## config.mk

```make
export PLATFORM = sky130hd
export DESIGN_NAME = sir_regs_top
export DESIGN_NICKNAME = d
export VERILOG_FILES = /design/src/rtl/sir_pkg.sv /design/src/rtl/sir_regs_top.sv
export VERILOG_INCLUDE_DIRS = /design/src /design/src/rtl
export SDC_FILE = /design/constraint.sdc
export NUM_CORES = 1
export LEC_CHECK = 0
export BUFFER_PORTS_ARGS = -buffer_cell sky130_fd_sc_hd__buf_2
export CORE_MARGIN = 1.5
export CORE_UTILIZATION = 58
export CTS_BUF_LIST = sky130_fd_sc_hd__clkbuf_16
export CTS_CLUSTER_SIZE = 40
export DETAILED_ROUTE_END_ITERATION = 7
export PLACE_DENSITY_LB_ADDON = 0.1
export SYNTH_ARGS = -nofsm -noshare
export SYNTH_HDL_FRONTEND = slang
export SYNTH_SLANG_ARGS = --single-unit
```

## constraint.sdc

```tcl
create_clock -name core_clk_in -period 3.6 [get_ports core_clk_in]
set_input_delay 0.54 -clock core_clk_in [delete_from_list [all_inputs] [get_ports core_clk_in]]
set_output_delay 0.54 -clock core_clk_in [all_outputs]
set_load 0.02 [all_outputs]
```

## src/rtl/sir_defs.svh

```systemverilog
// sir_defs.svh: offsets, reset values, field positions and timing counts
// assumes: included by the package and the register block, 15-bit addresses
`ifndef SIR_DEFS_SVH
`define SIR_DEFS_SVH

// ****************************************************************
// register offsets
// ****************************************************************
`define SIR_OFS_SETUP_B      15'h0001
`define SIR_OFS_PART_CAT     15'h0003
`define SIR_OFS_PART_ID_LO   15'h0004
`define SIR_OFS_PART_ID_HI   15'h0005
`define SIR_OFS_GRADE_REV    15'h0006
`define SIR_OFS_SCRATCH      15'h000a
`define SIR_OFS_STD_VER      15'h000b
`define SIR_OFS_MAKER_ID_LO  15'h000c
`define SIR_OFS_MAKER_ID_HI  15'h000d
`define SIR_OFS_STREAM_LEN   15'h000e
`define SIR_OFS_SETUP_C      15'h0010
`define SIR_OFS_CONDITION    15'h0011
`define SIR_OFS_CHAN_CTRL    15'h0014

// ****************************************************************
// reset values
// ****************************************************************
`define SIR_RST_SCRATCH      8'h00
`define SIR_RST_STREAM_LEN   8'h00
`define SIR_RST_SETUP_C      8'h20
`define SIR_RST_CHAN_CTRL    8'h80
`define SIR_RST_ONE_ADDR     1'h0

// ****************************************************************
// field positions and channel count
// ****************************************************************
`define SIR_BIT_ONE_ADDR     7
`define SIR_BIT_SHORT_INSTR  3
`define SIR_BIT_STRICT       5
`define SIR_BIT_NOT_READY    7
`define SIR_BIT_SINK_EN      7
`define SIR_NUM_CHAN         4

// ****************************************************************
// timing
// ****************************************************************
`define SIR_CLK_PERIOD_NS    100
`define SIR_STARTUP_NS       1000
`define SIR_STARTUP_CYC      ((`SIR_STARTUP_NS + `SIR_CLK_PERIOD_NS - 1) / `SIR_CLK_PERIOD_NS)

`endif

```

## src/rtl/sir_pkg.sv

```systemverilog
// sir_pkg.sv: types shared by the serial register block
// assumes: sir_defs.svh holds the register offsets, reset values and field positions
`include "sir_defs.svh"

package sir_pkg;

    // ****************************************************************
    // frame states
    // ****************************************************************
    typedef enum logic [1:0]
    {
        SIR_IDLE,
        SIR_INSTR,
        SIR_DATA,
        SIR_HALT
    } sir_frame_t;

    // ****************************************************************
    // carriers
    // ****************************************************************
    typedef struct packed
    {
        logic sclk;
        logic csb_n;
        logic sdi;
    } sir_spi_pins_t;

    typedef struct packed
    {
        logic        en;
        logic [14:0] addr;
        logic [7:0]  data;
    } sir_wr_t;

endpackage

```

## src/rtl/sir_regs_top.sv

```systemverilog
// sir_regs_top.sv: serial slave port with configuration, id and status registers
// assumes: spi pins are asynchronous to core_clk_in and slow against 10 MHz
`include "sir_defs.svh"

module sir_regs_top
#(
    parameter logic [3:0]  PART_CATEGORY = 4'h3,      // arbitrary value
    parameter logic [15:0] PART_ID       = 16'h1234,  // arbitrary value
    parameter logic [3:0]  GRADE         = 4'h0,      // arbitrary value
    parameter logic [3:0]  REVISION      = 4'h1,      // arbitrary value
    parameter logic [7:0]  STD_VERSION   = 8'h11,     // arbitrary value
    parameter logic [15:0] MAKER_ID      = 16'h0abc   // arbitrary value
)
(
    input  wire logic                   core_clk_in,
    input  wire logic                   reset_in,
    input  wire sir_pkg::sir_spi_pins_t spi_in,
    input  wire logic                   addr_ascend_in,
    output logic                        sdo_out,
    output logic                        sdo_oe_out,
    output logic [3:0]                  chan_out_on_out,
    output logic                        chan0_sink_en_out
);

    // ****************************************************************
    // pin synchronisers
    // ****************************************************************
    logic [2:0] sclk_sync_ff;
    logic [1:0] csb_sync_ff;
    logic [1:0] sdi_sync_ff;
    logic [2:0] nxt_sclk_sync;
    logic [1:0] nxt_csb_sync;
    logic [1:0] nxt_sdi_sync;

    always_comb
    begin
        nxt_sclk_sync = {sclk_sync_ff[1:0], spi_in.sclk};
        nxt_csb_sync  = {csb_sync_ff[0], spi_in.csb_n};
        nxt_sdi_sync  = {sdi_sync_ff[0], spi_in.sdi};
    end

    always_ff @(posedge core_clk_in or posedge reset_in)
    begin
        if (reset_in)
        begin
            sclk_sync_ff <= 3'h0;
            csb_sync_ff  <= 2'h3;
            sdi_sync_ff  <= 2'h0;
        end
        else
        begin
            sclk_sync_ff <= nxt_sclk_sync;
            csb_sync_ff  <= nxt_csb_sync;
            sdi_sync_ff  <= nxt_sdi_sync;
        end
    end

    logic sclk_rise;
    logic sclk_fall;
    logic cs_active;
    logic sdi_bit;

    assign sclk_rise = sclk_sync_ff[1] & ~sclk_sync_ff[2];
    assign sclk_fall = ~sclk_sync_ff[1] & sclk_sync_ff[2];
    assign cs_active = ~csb_sync_ff[1];
    assign sdi_bit   = sdi_sync_ff[1];

    // ****************************************************************
    // start-up readiness
    // ****************************************************************
    logic [7:0] ready_cnt_ff;
    logic       not_ready_ff;
    logic [7:0] nxt_ready_cnt;
    logic       nxt_not_ready;

    always_comb
    begin
        nxt_ready_cnt = ready_cnt_ff;
        nxt_not_ready = 1'b0;
        if (ready_cnt_ff < 8'(`SIR_STARTUP_CYC))
        begin
            nxt_ready_cnt = ready_cnt_ff + 8'h01;
            nxt_not_ready = 1'b1;
        end
    end

    always_ff @(posedge core_clk_in or posedge reset_in)
    begin
        if (reset_in)
        begin
            ready_cnt_ff <= 8'h00;
            not_ready_ff <= 1'b0;
        end
        else
        begin
            ready_cnt_ff <= nxt_ready_cnt;
            not_ready_ff <= nxt_not_ready;
        end
    end

    // ****************************************************************
    // configuration registers
    // ****************************************************************
    sir_pkg::sir_wr_t wr;
    logic [7:0]       scratch_ff;
    logic [7:0]       stream_len_ff;
    logic             one_addr_ff;
    logic [7:0]       chan_ff;
    logic [7:0]       nxt_scratch;
    logic [7:0]       nxt_stream_len;
    logic             nxt_one_addr;
    logic [7:0]       nxt_chan;

    always_comb
    begin
        nxt_scratch    = scratch_ff;
        nxt_stream_len = stream_len_ff;
        nxt_one_addr   = one_addr_ff;
        nxt_chan       = chan_ff;
        // writes land only once ready; read-only offsets fall through
        if (wr.en && !not_ready_ff)
        begin
            case (wr.addr)
                `SIR_OFS_SCRATCH:    nxt_scratch = wr.data;
                `SIR_OFS_STREAM_LEN: nxt_stream_len = wr.data;
                `SIR_OFS_SETUP_B:    nxt_one_addr = wr.data[`SIR_BIT_ONE_ADDR];
                `SIR_OFS_CHAN_CTRL:
                begin
                    nxt_chan[`SIR_BIT_SINK_EN] = wr.data[`SIR_BIT_SINK_EN];
                    nxt_chan[3:0] = wr.data[3:0];
                end
                default:             nxt_scratch = scratch_ff;
            endcase
        end
    end

    always_ff @(posedge core_clk_in or posedge reset_in)
    begin
        if (reset_in)
        begin
            scratch_ff    <= `SIR_RST_SCRATCH;
            stream_len_ff <= `SIR_RST_STREAM_LEN;
            one_addr_ff   <= `SIR_RST_ONE_ADDR;
            chan_ff       <= `SIR_RST_CHAN_CTRL;
        end
        else
        begin
            scratch_ff    <= nxt_scratch;
            stream_len_ff <= nxt_stream_len;
            one_addr_ff   <= nxt_one_addr;
            chan_ff       <= nxt_chan;
        end
    end

    // one drive bit per channel, one means normal operation
    genvar ch;
    generate
        for (ch = 0; ch < `SIR_NUM_CHAN; ch++)
        begin : g_chan
            assign chan_out_on_out[ch] = chan_ff[ch];
        end
    endgenerate

    assign chan0_sink_en_out = chan_ff[`SIR_BIT_SINK_EN];

    // ****************************************************************
    // read multiplexer
    // ****************************************************************
    function automatic logic [7:0] read_byte(input logic [14:0] a);
        logic [7:0] d;
        d = 8'h00;
        case (a)
            `SIR_OFS_SETUP_B:     d = {one_addr_ff, 3'h0, 1'b1, 3'h0};
            `SIR_OFS_PART_CAT:    d = {4'h0, PART_CATEGORY};
            `SIR_OFS_PART_ID_LO:  d = PART_ID[7:0];
            `SIR_OFS_PART_ID_HI:  d = PART_ID[15:8];
            `SIR_OFS_GRADE_REV:   d = {GRADE, REVISION};
            `SIR_OFS_SCRATCH:     d = scratch_ff;
            `SIR_OFS_STD_VER:     d = STD_VERSION;
            `SIR_OFS_MAKER_ID_LO: d = MAKER_ID[7:0];
            `SIR_OFS_MAKER_ID_HI: d = MAKER_ID[15:8];
            `SIR_OFS_STREAM_LEN:  d = stream_len_ff;
            `SIR_OFS_SETUP_C:     d = `SIR_RST_SETUP_C;
            `SIR_OFS_CONDITION:   d = {not_ready_ff, 7'h00};
            `SIR_OFS_CHAN_CTRL:   d = {chan_ff[7], 3'h0, chan_ff[3:0]};
            default:              d = 8'h00;
        endcase
        return d;
    endfunction

    // ****************************************************************
    // serial frame engine
    // ****************************************************************
    sir_pkg::sir_frame_t state_ff;
    logic [3:0]          bit_cnt_ff;
    logic [15:0]         shift_in_ff;
    logic                rd_ff;
    logic [14:0]         addr_ff;
    logic [14:0]         start_addr_ff;
    logic [7:0]          step_cnt_ff;
    logic [7:0]          shift_out_ff;
    logic                sdo_ff;
    sir_pkg::sir_frame_t nxt_state;
    logic [3:0]          nxt_bit_cnt;
    logic [15:0]         nxt_shift_in;
    logic                nxt_rd;
    logic [14:0]         nxt_addr;
    logic [14:0]         nxt_start_addr;
    logic [7:0]          nxt_step_cnt;
    logic [7:0]          nxt_shift_out;
    logic                nxt_sdo;
    logic [14:0]         step_addr;
    logic [7:0]          step_next;

    // next streaming address, direction and loop length
    always_comb
    begin
        step_next = step_cnt_ff + 8'h01;
        if (stream_len_ff != 8'h00 && step_next == stream_len_ff)
        begin
            step_addr = start_addr_ff;
            step_next = 8'h00;
        end
        else if (addr_ascend_in)
        begin
            step_addr = addr_ff + 15'h0001;
        end
        else
        begin
            step_addr = addr_ff - 15'h0001;
        end
    end

    always_comb
    begin
        nxt_state      = state_ff;
        nxt_bit_cnt    = bit_cnt_ff;
        nxt_shift_in   = shift_in_ff;
        nxt_rd         = rd_ff;
        nxt_addr       = addr_ff;
        nxt_start_addr = start_addr_ff;
        nxt_step_cnt   = step_cnt_ff;
        nxt_shift_out  = shift_out_ff;
        nxt_sdo        = sdo_ff;
        wr             = '0;
        if (!cs_active)
        begin
            nxt_state = sir_pkg::SIR_IDLE;
        end
        else
        begin
            case (state_ff)
                sir_pkg::SIR_IDLE:
                begin
                    nxt_state   = sir_pkg::SIR_INSTR;
                    nxt_bit_cnt = 4'h0;
                end
                sir_pkg::SIR_INSTR:
                begin
                    if (sclk_rise)
                    begin
                        nxt_shift_in = {shift_in_ff[14:0], sdi_bit};
                        nxt_bit_cnt  = bit_cnt_ff + 4'h1;
                        if (bit_cnt_ff == 4'hf)
                        begin
                            // long instruction word: read flag then 15 address bits
                            nxt_rd         = nxt_shift_in[15];
                            nxt_addr       = nxt_shift_in[14:0];
                            nxt_start_addr = nxt_shift_in[14:0];
                            nxt_step_cnt   = 8'h00;
                            nxt_shift_out  = read_byte(nxt_shift_in[14:0]);
                            nxt_state      = sir_pkg::SIR_DATA;
                        end
                    end
                end
                sir_pkg::SIR_DATA:
                begin
                    if (sclk_rise)
                    begin
                        nxt_shift_in = {shift_in_ff[14:0], sdi_bit};
                        nxt_bit_cnt  = {1'b0, bit_cnt_ff[2:0] + 3'h1};
                        if (bit_cnt_ff[2:0] == 3'h7)
                        begin
                            // single-byte registers here, so each byte is a whole write
                            wr.en   = ~rd_ff;
                            wr.addr = addr_ff;
                            wr.data = nxt_shift_in[7:0];
                            if (one_addr_ff)
                            begin
                                nxt_state = sir_pkg::SIR_HALT;
                            end
                            else
                            begin
                                nxt_addr      = step_addr;
                                nxt_step_cnt  = step_next;
                                nxt_shift_out = read_byte(step_addr);
                            end
                        end
                    end
                    else if (sclk_fall && rd_ff)
                    begin
                        nxt_sdo       = shift_out_ff[7];
                        nxt_shift_out = {shift_out_ff[6:0], 1'b0};
                    end
                end
                sir_pkg::SIR_HALT:
                begin
                    nxt_sdo = (sclk_fall && rd_ff) ? 1'b0 : sdo_ff;
                end
                default:
                begin
                    nxt_state = sir_pkg::SIR_IDLE;
                end
            endcase
        end
    end

    always_ff @(posedge core_clk_in or posedge reset_in)
    begin
        if (reset_in)
        begin
            state_ff      <= sir_pkg::SIR_IDLE;
            bit_cnt_ff    <= 4'h0;
            shift_in_ff   <= 16'h0000;
            rd_ff         <= 1'b0;
            addr_ff       <= 15'h0000;
            start_addr_ff <= 15'h0000;
            step_cnt_ff   <= 8'h00;
            shift_out_ff  <= 8'h00;
            sdo_ff        <= 1'b0;
        end
        else
        begin
            state_ff      <= nxt_state;
            bit_cnt_ff    <= nxt_bit_cnt;
            shift_in_ff   <= nxt_shift_in;
            rd_ff         <= nxt_rd;
            addr_ff       <= nxt_addr;
            start_addr_ff <= nxt_start_addr;
            step_cnt_ff   <= nxt_step_cnt;
            shift_out_ff  <= nxt_shift_out;
            sdo_ff        <= nxt_sdo;
        end
    end

    assign sdo_out    = sdo_ff;
    assign sdo_oe_out = cs_active && rd_ff
                        && (state_ff == sir_pkg::SIR_DATA || state_ff == sir_pkg::SIR_HALT);

endmodule

```

==> results of run 1 <==
==> Yosys cell counts (13+ instances only) <==
library cell / instances / share of area, %
nand3_1: 22 / 1.6
o21ai_0: 50 / 3.6
dfrtp_1: 104 / 38
nor3_1: 21 / 1.5
nor2_1: 63 / 3.4
a21o_1: 16 / 1.7
inv_1: 19 / 1.0
a21oi_1: 39 / 2.8
ha_1: 22 / 4.0
mux2_2: 52 / 8.5
nand2_1: 60 / 3.3
mux2i_1: 13 / 1.9
clkbuf_1: 41 / 2.2
a211oi_1: 17 / 1.8
nor4_1: 13 / 1.2
xnor2_1: 13 / 1.6
==> flip-flops by register name (all words and copies together) (netlist names), 2 cells and up <==
register,flops
addr_ff,15
bit_cnt_ff,4
chan_ff,5
csb_sync_ff,2
ready_cnt_ff,8
sclk_sync_ff,3
scratch_ff,8
sdi_sync_ff,2
shift_in_ff,15
shift_out_ff,8
start_addr_ff,15
state_ff,2
step_cnt_ff,8
stream_len_ff,8
==> layout make-up <==
type	instances	area [um2]	area share, %
well taps	143	179	2.34
clock buffers	9	225	2.94
clock inverters	7	78.8	1.03
repair buffers	57	398	5.20
flip-flops and latches	107	2680	35.1
multi-input cells	568	4010	52.4
inverters	19	77.6	1.01
==> worst max-delay path, stage by stage <==
cell,delay (ps)
buf_2,110
clkinvlp_4,170
buf_4,210
ha_1,350
nand2_1,100
nor3_4,230
a2111oi_2,110
or4_1,550
a221oi_4,360
a31oi_2,200
or3_4,390
a41o_1,210
a31oi_1,160
==> stage by stage <==
step	total power, mW	area (um2)	TNS (ps)	util [%]
2_1_floorplan	3.33	6910	0	-
3_3_place_gp	4.10	7280	-625	63.2
3_5_place_dp	4.15	7280	-934	63.2
4_1_cts	5.18	7580	0	65.8
5_1_grt	5.62	7650	0	66.4
6_report	5.30	7650	0	66.4
==> cells in the final DEF, fill, tap and decap left out, types with 3 or more instances in the layout <==
cell	Yosys	routed
a211o_1	3	3
a211oi_1	17	16
a21o_1	16	16
a21oi_1	39	39
a221oi_1	4	4
a22o_1	3	3
a22oi_1	7	7
a311oi_1	3	3
a31oi_1	9	8
and2_1	5	5
and3_1	8	8
buf_2	6	12
buf_4	0	45
clkbuf_16	0	9
dfrtp_1	104	104
dfstp_2	3	3
ha_1	22	22
inv_1	19	18
mux2_2	52	52
mux2i_1	13	12
nand2_1	60	60
nand2b_1	5	5
nand3_1	22	22
nand3b_1	4	4
nand4_1	11	11
nor2_1	63	61
nor2b_1	6	6
nor3_1	21	20
nor3b_1	3	3
nor4_1	13	11
nor4b_1	4	3
o211ai_1	8	8
o21ai_0	50	50
o21ai_1	3	3
o22ai_1	3	3
o31ai_1	7	7
or4_1	6	6
xnor2_1	13	13
xor2_1	12	12
==> worst max-delay path by stage <==
| stage | from | end | slack [ps] | cells past startpoint |
|---|---|---|---|---|
| final | addr_ascend_in | shift_out_ff[2]$_DFFE_PP0P_ | 180 | 13 |
| after global routing | addr_ascend_in | shift_out_ff[3]$_DFFE_PP0P_ | 10 | 15 |
| after CTS | addr_ascend_in | shift_out_ff[2]$_DFFE_PP0P_ | 150 | 12 |
| after detailed placement | addr_ascend_in | shift_out_ff[2]$_DFFE_PP0P_ | -190 | 13 |
| after global placement | addr_ascend_in | shift_out_ff[2]$_DFFE_PP0P_ | -110 | 13 |
| after floorplan | addr_ascend_in | shift_out_ff[2]$_DFFE_PP0P_ | 100 | 12 |
==> logic make-up after synthesis <==
logic type / after synthesis
xor gates and xnor gates: 26
AOI/OAI and AO/OA: 205
muxes: 66
and+or+nand+nor: 248
DFF: 107
buffers and inverters: 71
adders and majority gates: 23
==> routing by layer <==
layer / up-vias / wire [um] / part of all wire, %
li1: 2802 / - / -
met1: 2952 / 8410 / 45
met2: 265 / 8290 / 45
met4: 0 / 234 / 1.3
met3: 20 / 1580 / 8.5
met5: - / 0 / 0
==> power by group through the flow <==
| stage | logic [mW] | clock network, mW | registers, mW |
|---|---|---|---|
| 2_1_floorplan | 1.84 | 0 | 1.50 |
| 3_3_place_gp | 2.46 | 0 | 1.64 |
| 3_5_place_dp | 2.51 | 0 | 1.64 |
| 4_1_cts | 2.53 | 1.03 | 1.62 |
| 5_1_grt | 2.89 | 1.08 | 1.65 |
| 6_report | 2.65 | 1.02 | 1.64 |
==> results.json, run 1 <==
{
  "fp.dieW_um": 112,
  "cts.sinks": 107,
  "port_buffers": 12,
  "setup_viol": 0,
  "worst_pin_slew_ps": 909,
  "fmax_mhz": 293,
  "p_int_mw": 3.04,
  "yosys.area_share.simple_pct": 18.5,
  "rsz0062_at_grt": "no",
  "p_leak_nw": 3.43,
  "critPathMaxFanout": 8,
  "drv_slew": 0,
  "synthMuxAreaShare_pct": 10.5,
  "grt_busiest_layer": "met2",
  "grt.overflow.total": 0,
  "synth-async-reset-ratio_pct": 100,
  "final.period_utilization_pct": 94.9,
  "place_inst": 894,
  "core_mm2": 0.0115,
  "arrival_ps": 3690,
  "ioPinCount": 13,
  "required_ps": 3880,
  "r2r-start": "step_cnt_ff[0]$_DFFE_PP0P_",
  "wl_per_cell_um": 20.3,
  "syn_avg_cell_area_um2": 9.26,
  "slew_headroom_pct": 39.2,
  "use_met1_pct": 45.8,
  "diodes": 0,
  "synth-compound-area-share_pct": 20.2,
  "seq_area_frac_synth_pct": 38.8,
  "holdWs_ps": 196,
  "cts_tree": "yes",
  "clockBufferDepth": 2,
  "synth_nets": 775,
  "viasPerCell": 6.64,
  "hold_class": "in2async",
  "final_nets": 791,
  "antenna_found_initial": 0,
  "cts.hold.buffers_added": 0,
  "htree_levels": 3,
  "die_y_um": 112,
  "ys_types": 79,
  "grtUsageMet2_pct": 46.3,
  "combPwrFrac_pct": 49.9,
  "clkLatencyLatePin_ps": 350,
  "power_density_mw_per_mm2": 693,
  "grtUsageTotal_pct": 30.7,
  "critPathCaptureType": "flip-flop",
  "rrSetupSlack_ps": 280,
  "timing.final.ws_setup_ps": 183,
  "synth_edf_count": 0,
  "r2r_end": "shift_out_ff[2]$_DFFE_PP0P_",
  "grt_pass1_vias": 5827,
  "power_frac_seq_pct": 30.9,
  "fin_skew_ps": 8.97,
  "finalHoldViolCount": 0,
  "routed_wl_mm": 18.5,
  "cts_resized": 0,
  "fillers": 920,
  "clk_pin_slew_ps": 80,
  "gp_congestion": 0.961,
  "synth_top_family_by_area": "compound AO/OA/AOI/OAI gates",
  "areaGrowthSynthToFinish_pct": 10.7,
  "synthXorXnorAreaFrac_pct": 3.49,
  "max_cap_viol_count": 0,
  "dp_slack_ps": -191,
  "crit_type": "in2reg",
  "drive_above_1_share_pct": 19.9,
  "use_met3_pct": 5.94,
  "yosys_warnings": 0,
  "stdcell_count": 910,
  "switching_share_pct": 42.6,
  "clock-root-buffer": "clkbuf_16",
  "row_count": 39,
  "drt_iter0_drc": 705,
  "min_period_ps": 3420,
  "power_switching_mw": 2.26,
  "ys.flop_type": "dfrtp_1",
  "hpwl_mm": 13.5,
  "drtAntennaViolNets": 0,
  "numCtsBuffers": 9,
  "r2r_cells": 10,
  "critPathLaunchType": "input port",
  "status": "complete, no violations",
  "netlist_area_mm2": 0.00691,
  "syn-instance-count": 746,
  "post_cts_buffers": 0,
  "synthAdderAreaFrac_pct": 4.27,
  "grt_max_degree": 39,
  "ys_ff_latch": 107,
  "die-area_mm2": 0.0126,
  "initial_core_util_pct": 60.0,
  "vias": 6039,
  "grt_first_pass_wirelength_mm": 30.6,
  "ir_drop_mv": 0.382,
  "firstDrtPassIters": 5,
  "clkPwrFrac_pct": 19.2,
  "drc": 0
}
Note: power is estimated with default switching activity, not from simulation.
==> inputs of run 2 (changes only) <==
--- a/config.mk
+++ b/config.mk
@@ -7,6 +7,7 @@
 export NUM_CORES = 1
 export LEC_CHECK = 0
 export BUFFER_PORTS_ARGS = -buffer_cell sky130_fd_sc_hd__buf_2
+export CORE_ASPECT_RATIO = 0.6
 export CORE_MARGIN = 1.5
 export CORE_UTILIZATION = 58
 export CTS_BUF_LIST = sky130_fd_sc_hd__clkbuf_16
==> run 2 against run 1 <==
Against the previous run: largest cell class unchanged; core utilization rose by 0.61 points; final cell count rose by 2.3%; combinational power up 3%; routed wire length increased by 9.9%; critical path depth unchanged; setup slack worse by 97 ps; register-to-register slack got worse by 130 ps; global-route usage increased by 3.0 points; fmax decreased by 2.8%.
==> results.json, run 2 (synthesis results as in run 1) <==
{
  "status": "complete, no violations",
  "setup_viol": 0,
  "critPathLaunchType": "input port",
  "initial_core_util_pct": 60.4,
  "crit_slowest_cell": "a2111oi_2",
  "reg_top3": "addr_ff: 15 flops, shift_in_ff: 15 flops, start_addr_ff: 15 flops",
  "timing.final.ws_setup_ps": 86.2,
  "rrSetupSlack_ps": 150,
  "power_density_mw_per_mm2": 701,
  "port_buffers": 12,
  "drc": 0,
  "worst_pin_slew_ps": 951,
  "die_y_um": 87.6,
  "critPathMaxFanout": 8,
  "ir_drop_mv": 0.426,
  "diodes": 0,
  "crit_top_cell": "a31oi_1",
  "final.period_utilization_pct": 97.6,
  "fin_skew_ps": 14.1,
  "cp_cell_sequence": "buf_2 -> clkinvlp_4 -> buf_4 -> ha_1 -> a21oi_1 -> o211ai_1 -> a2111oi_2 -> o31ai_1 -> a221oi_4 -> a31oi_1 -> or3_4 -> a41o_1 -> a31oi_1",
  "finalHoldViolCount": 0,
  "critPathCaptureType": "flip-flop",
  "clock-root-buffer": "clkbuf_16",
  "viasPerCell": 6.74,
  "numCtsBuffers": 9,
  "final_common_cell": "dfrtp_1",
  "core_mm2": 0.0114,
  "vias": 6272,
  "drt_iter0_drc": 613,
  "clockBufferDepth": 2,
  "drv_slew": 0,
  "final_nets": 795,
  "gp_congestion": 0.948,
  "dp_slack_ps": -340,
  "cts.sinks": 107,
  "antenna_found_initial": 0,
  "r2r-start": "addr_ff[4]$_DFFE_PP0P_",
  "holdWs_ps": 285,
  "min_period_ps": 3510,
  "critPathMaxStageDelay_ps": 500,
  "hold_class": "in2reg",
  "wl_per_cell_um": 21.9,
  "fp.dieW_um": 144,
  "hpwl_mm": 15.0,
  "grt_max_degree": 75,
  "min-delay-start": "spi_in[1]",
  "fillers": 892,
  "layout_common_cells": "dfrtp_1, nor2_1, nand2_1",
  "required_ps": 3860,
  "p_leak_nw": 3.45,
  "routed_wl_mm": 20.3,
  "fin_tns_setup_ps": 0,
  "max_cap_viol_count": 0,
  "clk_pin_slew_ps": 70,
  "ioPinCount": 13,
  "cp-startpoint": "addr_ascend_in",
  "final_util_pct": 67.0,
  "grt.overflow.total": 0,
  "cts_tree": "yes",
  "row_count": 30,
  "placed_cell_area_mm2": 0.00732,
  "cts.hold.buffers_added": 0,
  "slew_headroom_pct": 36.6,
  "fin_area_mm2": 0.00767,
  "firstDrtPassIters": 6,
  "clkLatencyLatePin_ps": 350,
  "arrival_ps": 3770,
  "grt_first_pass_wirelength_mm": 32.2,
  "die-area_mm2": 0.0126,
  "crit_type": "in2reg",
  "htree_levels": 3,
  "grt_pass1_vias": 5823,
  "drive_above_1_share_pct": 20.1,
  "drtAntennaViolNets": 0,
  "fmax_mhz": 285,
  "grtUsageTotal_pct": 33.7,
  "areaGrowthSynthToFinish_pct": 11.1
}
-- run 2: changes by cell type in the layout (fill, tap and decap cells not counted), sizes merged --
cell      before  now
clkinvlp       2    1
bufinv         1    0
inv           20   22
buf           57   61
-- run 2: layout make-up --
| cell class | instances | area, um2 | area share (%) |
|---|---|---|---|
| Multi-Input combinational cell | 568 | 3990 | 51.9 |
| Sequential cell | 107 | 2680 | 34.9 |
| Timing Repair Buffer | 61 | 428 | 5.58 |
| Clock buffer | 9 | 225 | 2.93 |
| Tap cell | 160 | 200 | 2.61 |
| Clock inverter | 7 | 77.6 | 1.01 |
| Inverter | 19 | 77.6 | 1.01 |
-- run 2: power by group --
part	internal (mW)	total, mW	switching (mW)
Clock	0.496	0.997	0.501
Sequential	1.36	1.64	0.277
Combinational	1.14	2.74	1.61
-- run 2: critical path, delay by kind of cell --
kind            cells  cell delay [ps]
compound gates      8             2150
fa+ha+maj           1              210
buf+inv             3              480
simple gates        1              380
-- run 2: metal layers --
layer	GRT usage, %	vias up	part of all wire, %
met5	0	-	0
met4	6.31	0	1.0
met3	7.71	23	11
met2	44.6	348	40
met1	55.1	3094	49
li1	-	2807	-
-- run 2: metrics by stage --
step           power [mW]  cells
2_1_floorplan        3.33    746
3_3_place_gp         4.17    914
3_5_place_dp         4.24    914
4_1_cts              5.24    930
5_1_grt              5.66    931
6_report             5.38    931
-- run 2: timing repair --
action                                  CTS  global route
buffers inserted                          0             1
resized for setup                         0            11
endpoints found under the setup margin    0             8
-- run 2: worst paths after layout --
| check | end | cells past startpoint |
|---|---|---|
| min reg2reg | sclk_sync_ff[1]$_DFF_PP0_ | 0 |
| max | shift_out_ff[2]$_DFFE_PP0P_ | 13 |
| min | csb_sync_ff[0]$_DFF_PP1_ | 1 |
| max reg2reg | shift_out_ff[2]$_DFFE_PP0P_ | 10 |
| min in group asynchronous | shift_in_ff[1]$_DFFE_PP0P_ | 2 |
| max in group asynchronous | csb_sync_ff[1]$_DFF_PP1_ | 3 |
==> inputs of run 3 (changes only) <==
--- a/config.mk
+++ b/config.mk
@@ -9,7 +9,7 @@
 export BUFFER_PORTS_ARGS = -buffer_cell sky130_fd_sc_hd__buf_2
 export CORE_ASPECT_RATIO = 0.6
 export CORE_MARGIN = 1.5
-export CORE_UTILIZATION = 58
+export CORE_UTILIZATION = 40
 export CTS_BUF_LIST = sky130_fd_sc_hd__clkbuf_16
 export CTS_CLUSTER_SIZE = 40
 export DETAILED_ROUTE_END_ITERATION = 7
==> run 3 against run 2 <==
Against the previous run: die area increased by 44%; global-route usage decreased by 10 points; register-to-register slack gained 60 ps; via count is 2.8% lower; hold slack got worse by 12 ps; routed wire length up 2.1%; design area up 1.9%; sequential share of layout area down 0.66 points; sequential power about the same; fmax up 2.3%; power increased by 2.2%; combinational power is 3% higher; largest cell class unchanged.
==> results.json, run 3 (synthesis results as in run 1) <==
{
  "status": "complete, no violations",
  "gp_congestion": 0.947,
  "diodes": 0,
  "max_cap_viol_count": 0,
  "die_y_um": 105,
  "register_area_mm2": 0.00268,
  "r2r-start": "step_cnt_ff[0]$_DFFE_PP0P_",
  "worst-path-buf-inv": 4,
  "wl_per_cell_um": 20.6,
  "min_period_ps": 3440,
  "final_util_pct": 47.2,
  "routed_wl_mm": 20.8,
  "final.period_utilization_pct": 95.4,
  "grtUsageMet2_pct": 30.2,
  "grt_busiest_layer": "met1",
  "cp-startpoint": "addr_ascend_in",
  "grtUsageTotal_pct": 23.4,
  "crit_slowest_cell": "fa_1",
  "grt_max_degree": 71,
  "htree_levels": 3,
  "power_density_mw_per_mm2": 703,
  "crit_path_end": "shift_out_ff[1]$_DFFE_PP0P_",
  "crit_top_cell": "buf_4",
  "final_nets": 804,
  "arrival_ps": 3680,
  "rsz0062_at_grt": "no",
  "multi_input_area_mm2": 0.00397,
  "ioPinCount": 13,
  "cts.hold.buffers_added": 0,
  "viasPerCell": 6.05,
  "crit_type": "in2reg",
  "reg_top3": "addr_ff: 15 flops, shift_in_ff: 15 flops, start_addr_ff: 15 flops",
  "antenna_found_initial": 0,
  "row_count": 36,
  "rrSetupSlack_ps": 210,
  "p_leak_nw": 3.49,
  "fin_skew_ps": 15.8,
  "drc": 0,
  "finalHoldViolCount": 0,
  "grt.overflow.total": 0,
  "cp_cell_sequence": "buf_2 -> inv_1 -> buf_4 -> fa_1 -> a211oi_1 -> o21ai_0 -> a31oi_1 -> xnor2_1 -> a2111oi_4 -> a31oi_2 -> nor3_1 -> buf_4 -> and3_1 -> o32a_1",
  "cp_top_family": "compound AO/OA/AOI/OAI gates",
  "critPathMaxStageDelay_ps": 440,
  "areaGrowthSynthToFinish_pct": 13.2,
  "ir_drop_mv": 0.316,
  "critPathCaptureType": "flip-flop",
  "final_common_cell": "dfrtp_1",
  "fp.dieW_um": 173,
  "fin_area_mm2": 0.00782,
  "layout_common_cells": "dfrtp_1, nor2_1, nand2_1",
  "slew_headroom_pct": 43.5,
  "use_met1_pct": 38.1,
  "drv_slew": 0,
  "initial_core_util_pct": 41.7,
  "total_power_mw": 5.50,
  "critPathLaunchType": "input port",
  "worstSetupPathDepth": 14,
  "clock-root-buffer": "clkbuf_16",
  "grt_first_pass_wirelength_mm": 33.0,
  "core_mm2": 0.0166,
  "clkLatencyLatePin_ps": 360,
  "use_met3_pct": 6.40,
  "setup_viol": 0,
  "numCtsBuffers": 9,
  "drive_above_1_share_pct": 20.8,
  "drtAntennaViolNets": 0,
  "die-area_mm2": 0.0181,
  "port_buffers": 12,
  "grt_pass1_vias": 5773,
  "clk_pin_slew_ps": 90,
  "placed_cell_area_mm2": 0.00747,
  "holdWs_ps": 272,
  "vias": 6094,
  "timing.final.ws_setup_ps": 164,
  "hpwl_mm": 15.6,
  "hold_class": "in2reg",
  "cts.sinks": 107,
  "fillers": 1600,
  "clockBufferDepth": 2,
  "required_ps": 3840,
  "critPathMaxFanout": 7,
  "drt_iter0_drc": 698,
  "dp_slack_ps": -193,
  "firstDrtPassIters": 5,
  "r2r_end": "shift_out_ff[3]$_DFFE_PP0P_",
  "worst_pin_slew_ps": 847,
  "cts_tree": "yes",
  "fmax_mhz": 291,
  "r2r_cells": 11
}
[run 3: where the power goes]
| part | total, mW | switching [mW] | internal [mW] | leakage [nW] |
|---|---|---|---|---|
| registers | 1.64 | 0.274 | 1.36 | 1.42 |
| clock network | 1.03 | 0.530 | 0.503 | 0.152 |
| logic | 2.83 | 1.61 | 1.22 | 1.92 |
| total | 5.50 | 2.41 | 3.09 | 3.49 |
[run 3: what timing repair did]
item	in CTS	in global routing
setup endpoints to repair	0	8
buffers inserted	0	1
resized for setup	0	7
[run 3: per-layer routing]
layer / share of wire [%] / wire length (um)
met1: 52 / 10900
met2: 38 / 7840
met3: 9.3 / 1940
met4: 0.57 / 118
met5: 0 / 0
[run 3: how the worst min path moves through the flow]
| stage | start | to | slack [ps] | depth (start not counted) |
|---|---|---|---|---|
| after floorplan | sclk_sync_ff[0]$_DFF_PP0_ | sclk_sync_ff[1]$_DFF_PP0_ | 330 | 0 |
| after global placement | sdi_sync_ff[0]$_DFF_PP0_ | sdi_sync_ff[1]$_DFF_PP0_ | 330 | 0 |
| after detailed placement | sdi_sync_ff[0]$_DFF_PP0_ | sdi_sync_ff[1]$_DFF_PP0_ | 330 | 0 |
| after CTS | spi_in[1] | csb_sync_ff[0]$_DFF_PP1_ | 270 | 1 |
| after global routing | spi_in[1] | csb_sync_ff[0]$_DFF_PP1_ | 260 | 1 |
| final | spi_in[1] | csb_sync_ff[0]$_DFF_PP1_ | 270 | 1 |
[run 3: area by class of cell]
| type | instances | area share, % |
|---|---|---|
| Sequential cell | 107 | 34.3 |
| Multi-Input combinational cell | 568 | 50.8 |
| Timing Repair Buffer | 70 | 6.33 |
| Tap cell | 228 | 3.65 |
| Clock buffer | 9 | 2.88 |
| Clock inverter | 7 | 1.17 |
| Inverter | 19 | 0.944 |
[run 3: stage by stage]
step                std cells  setup TNS, ps
global route             1008              0
floorplan                 746              0
CTS                      1007              0
global placement          991           -682
finish                   1008              0
detailed placement        991          -1170
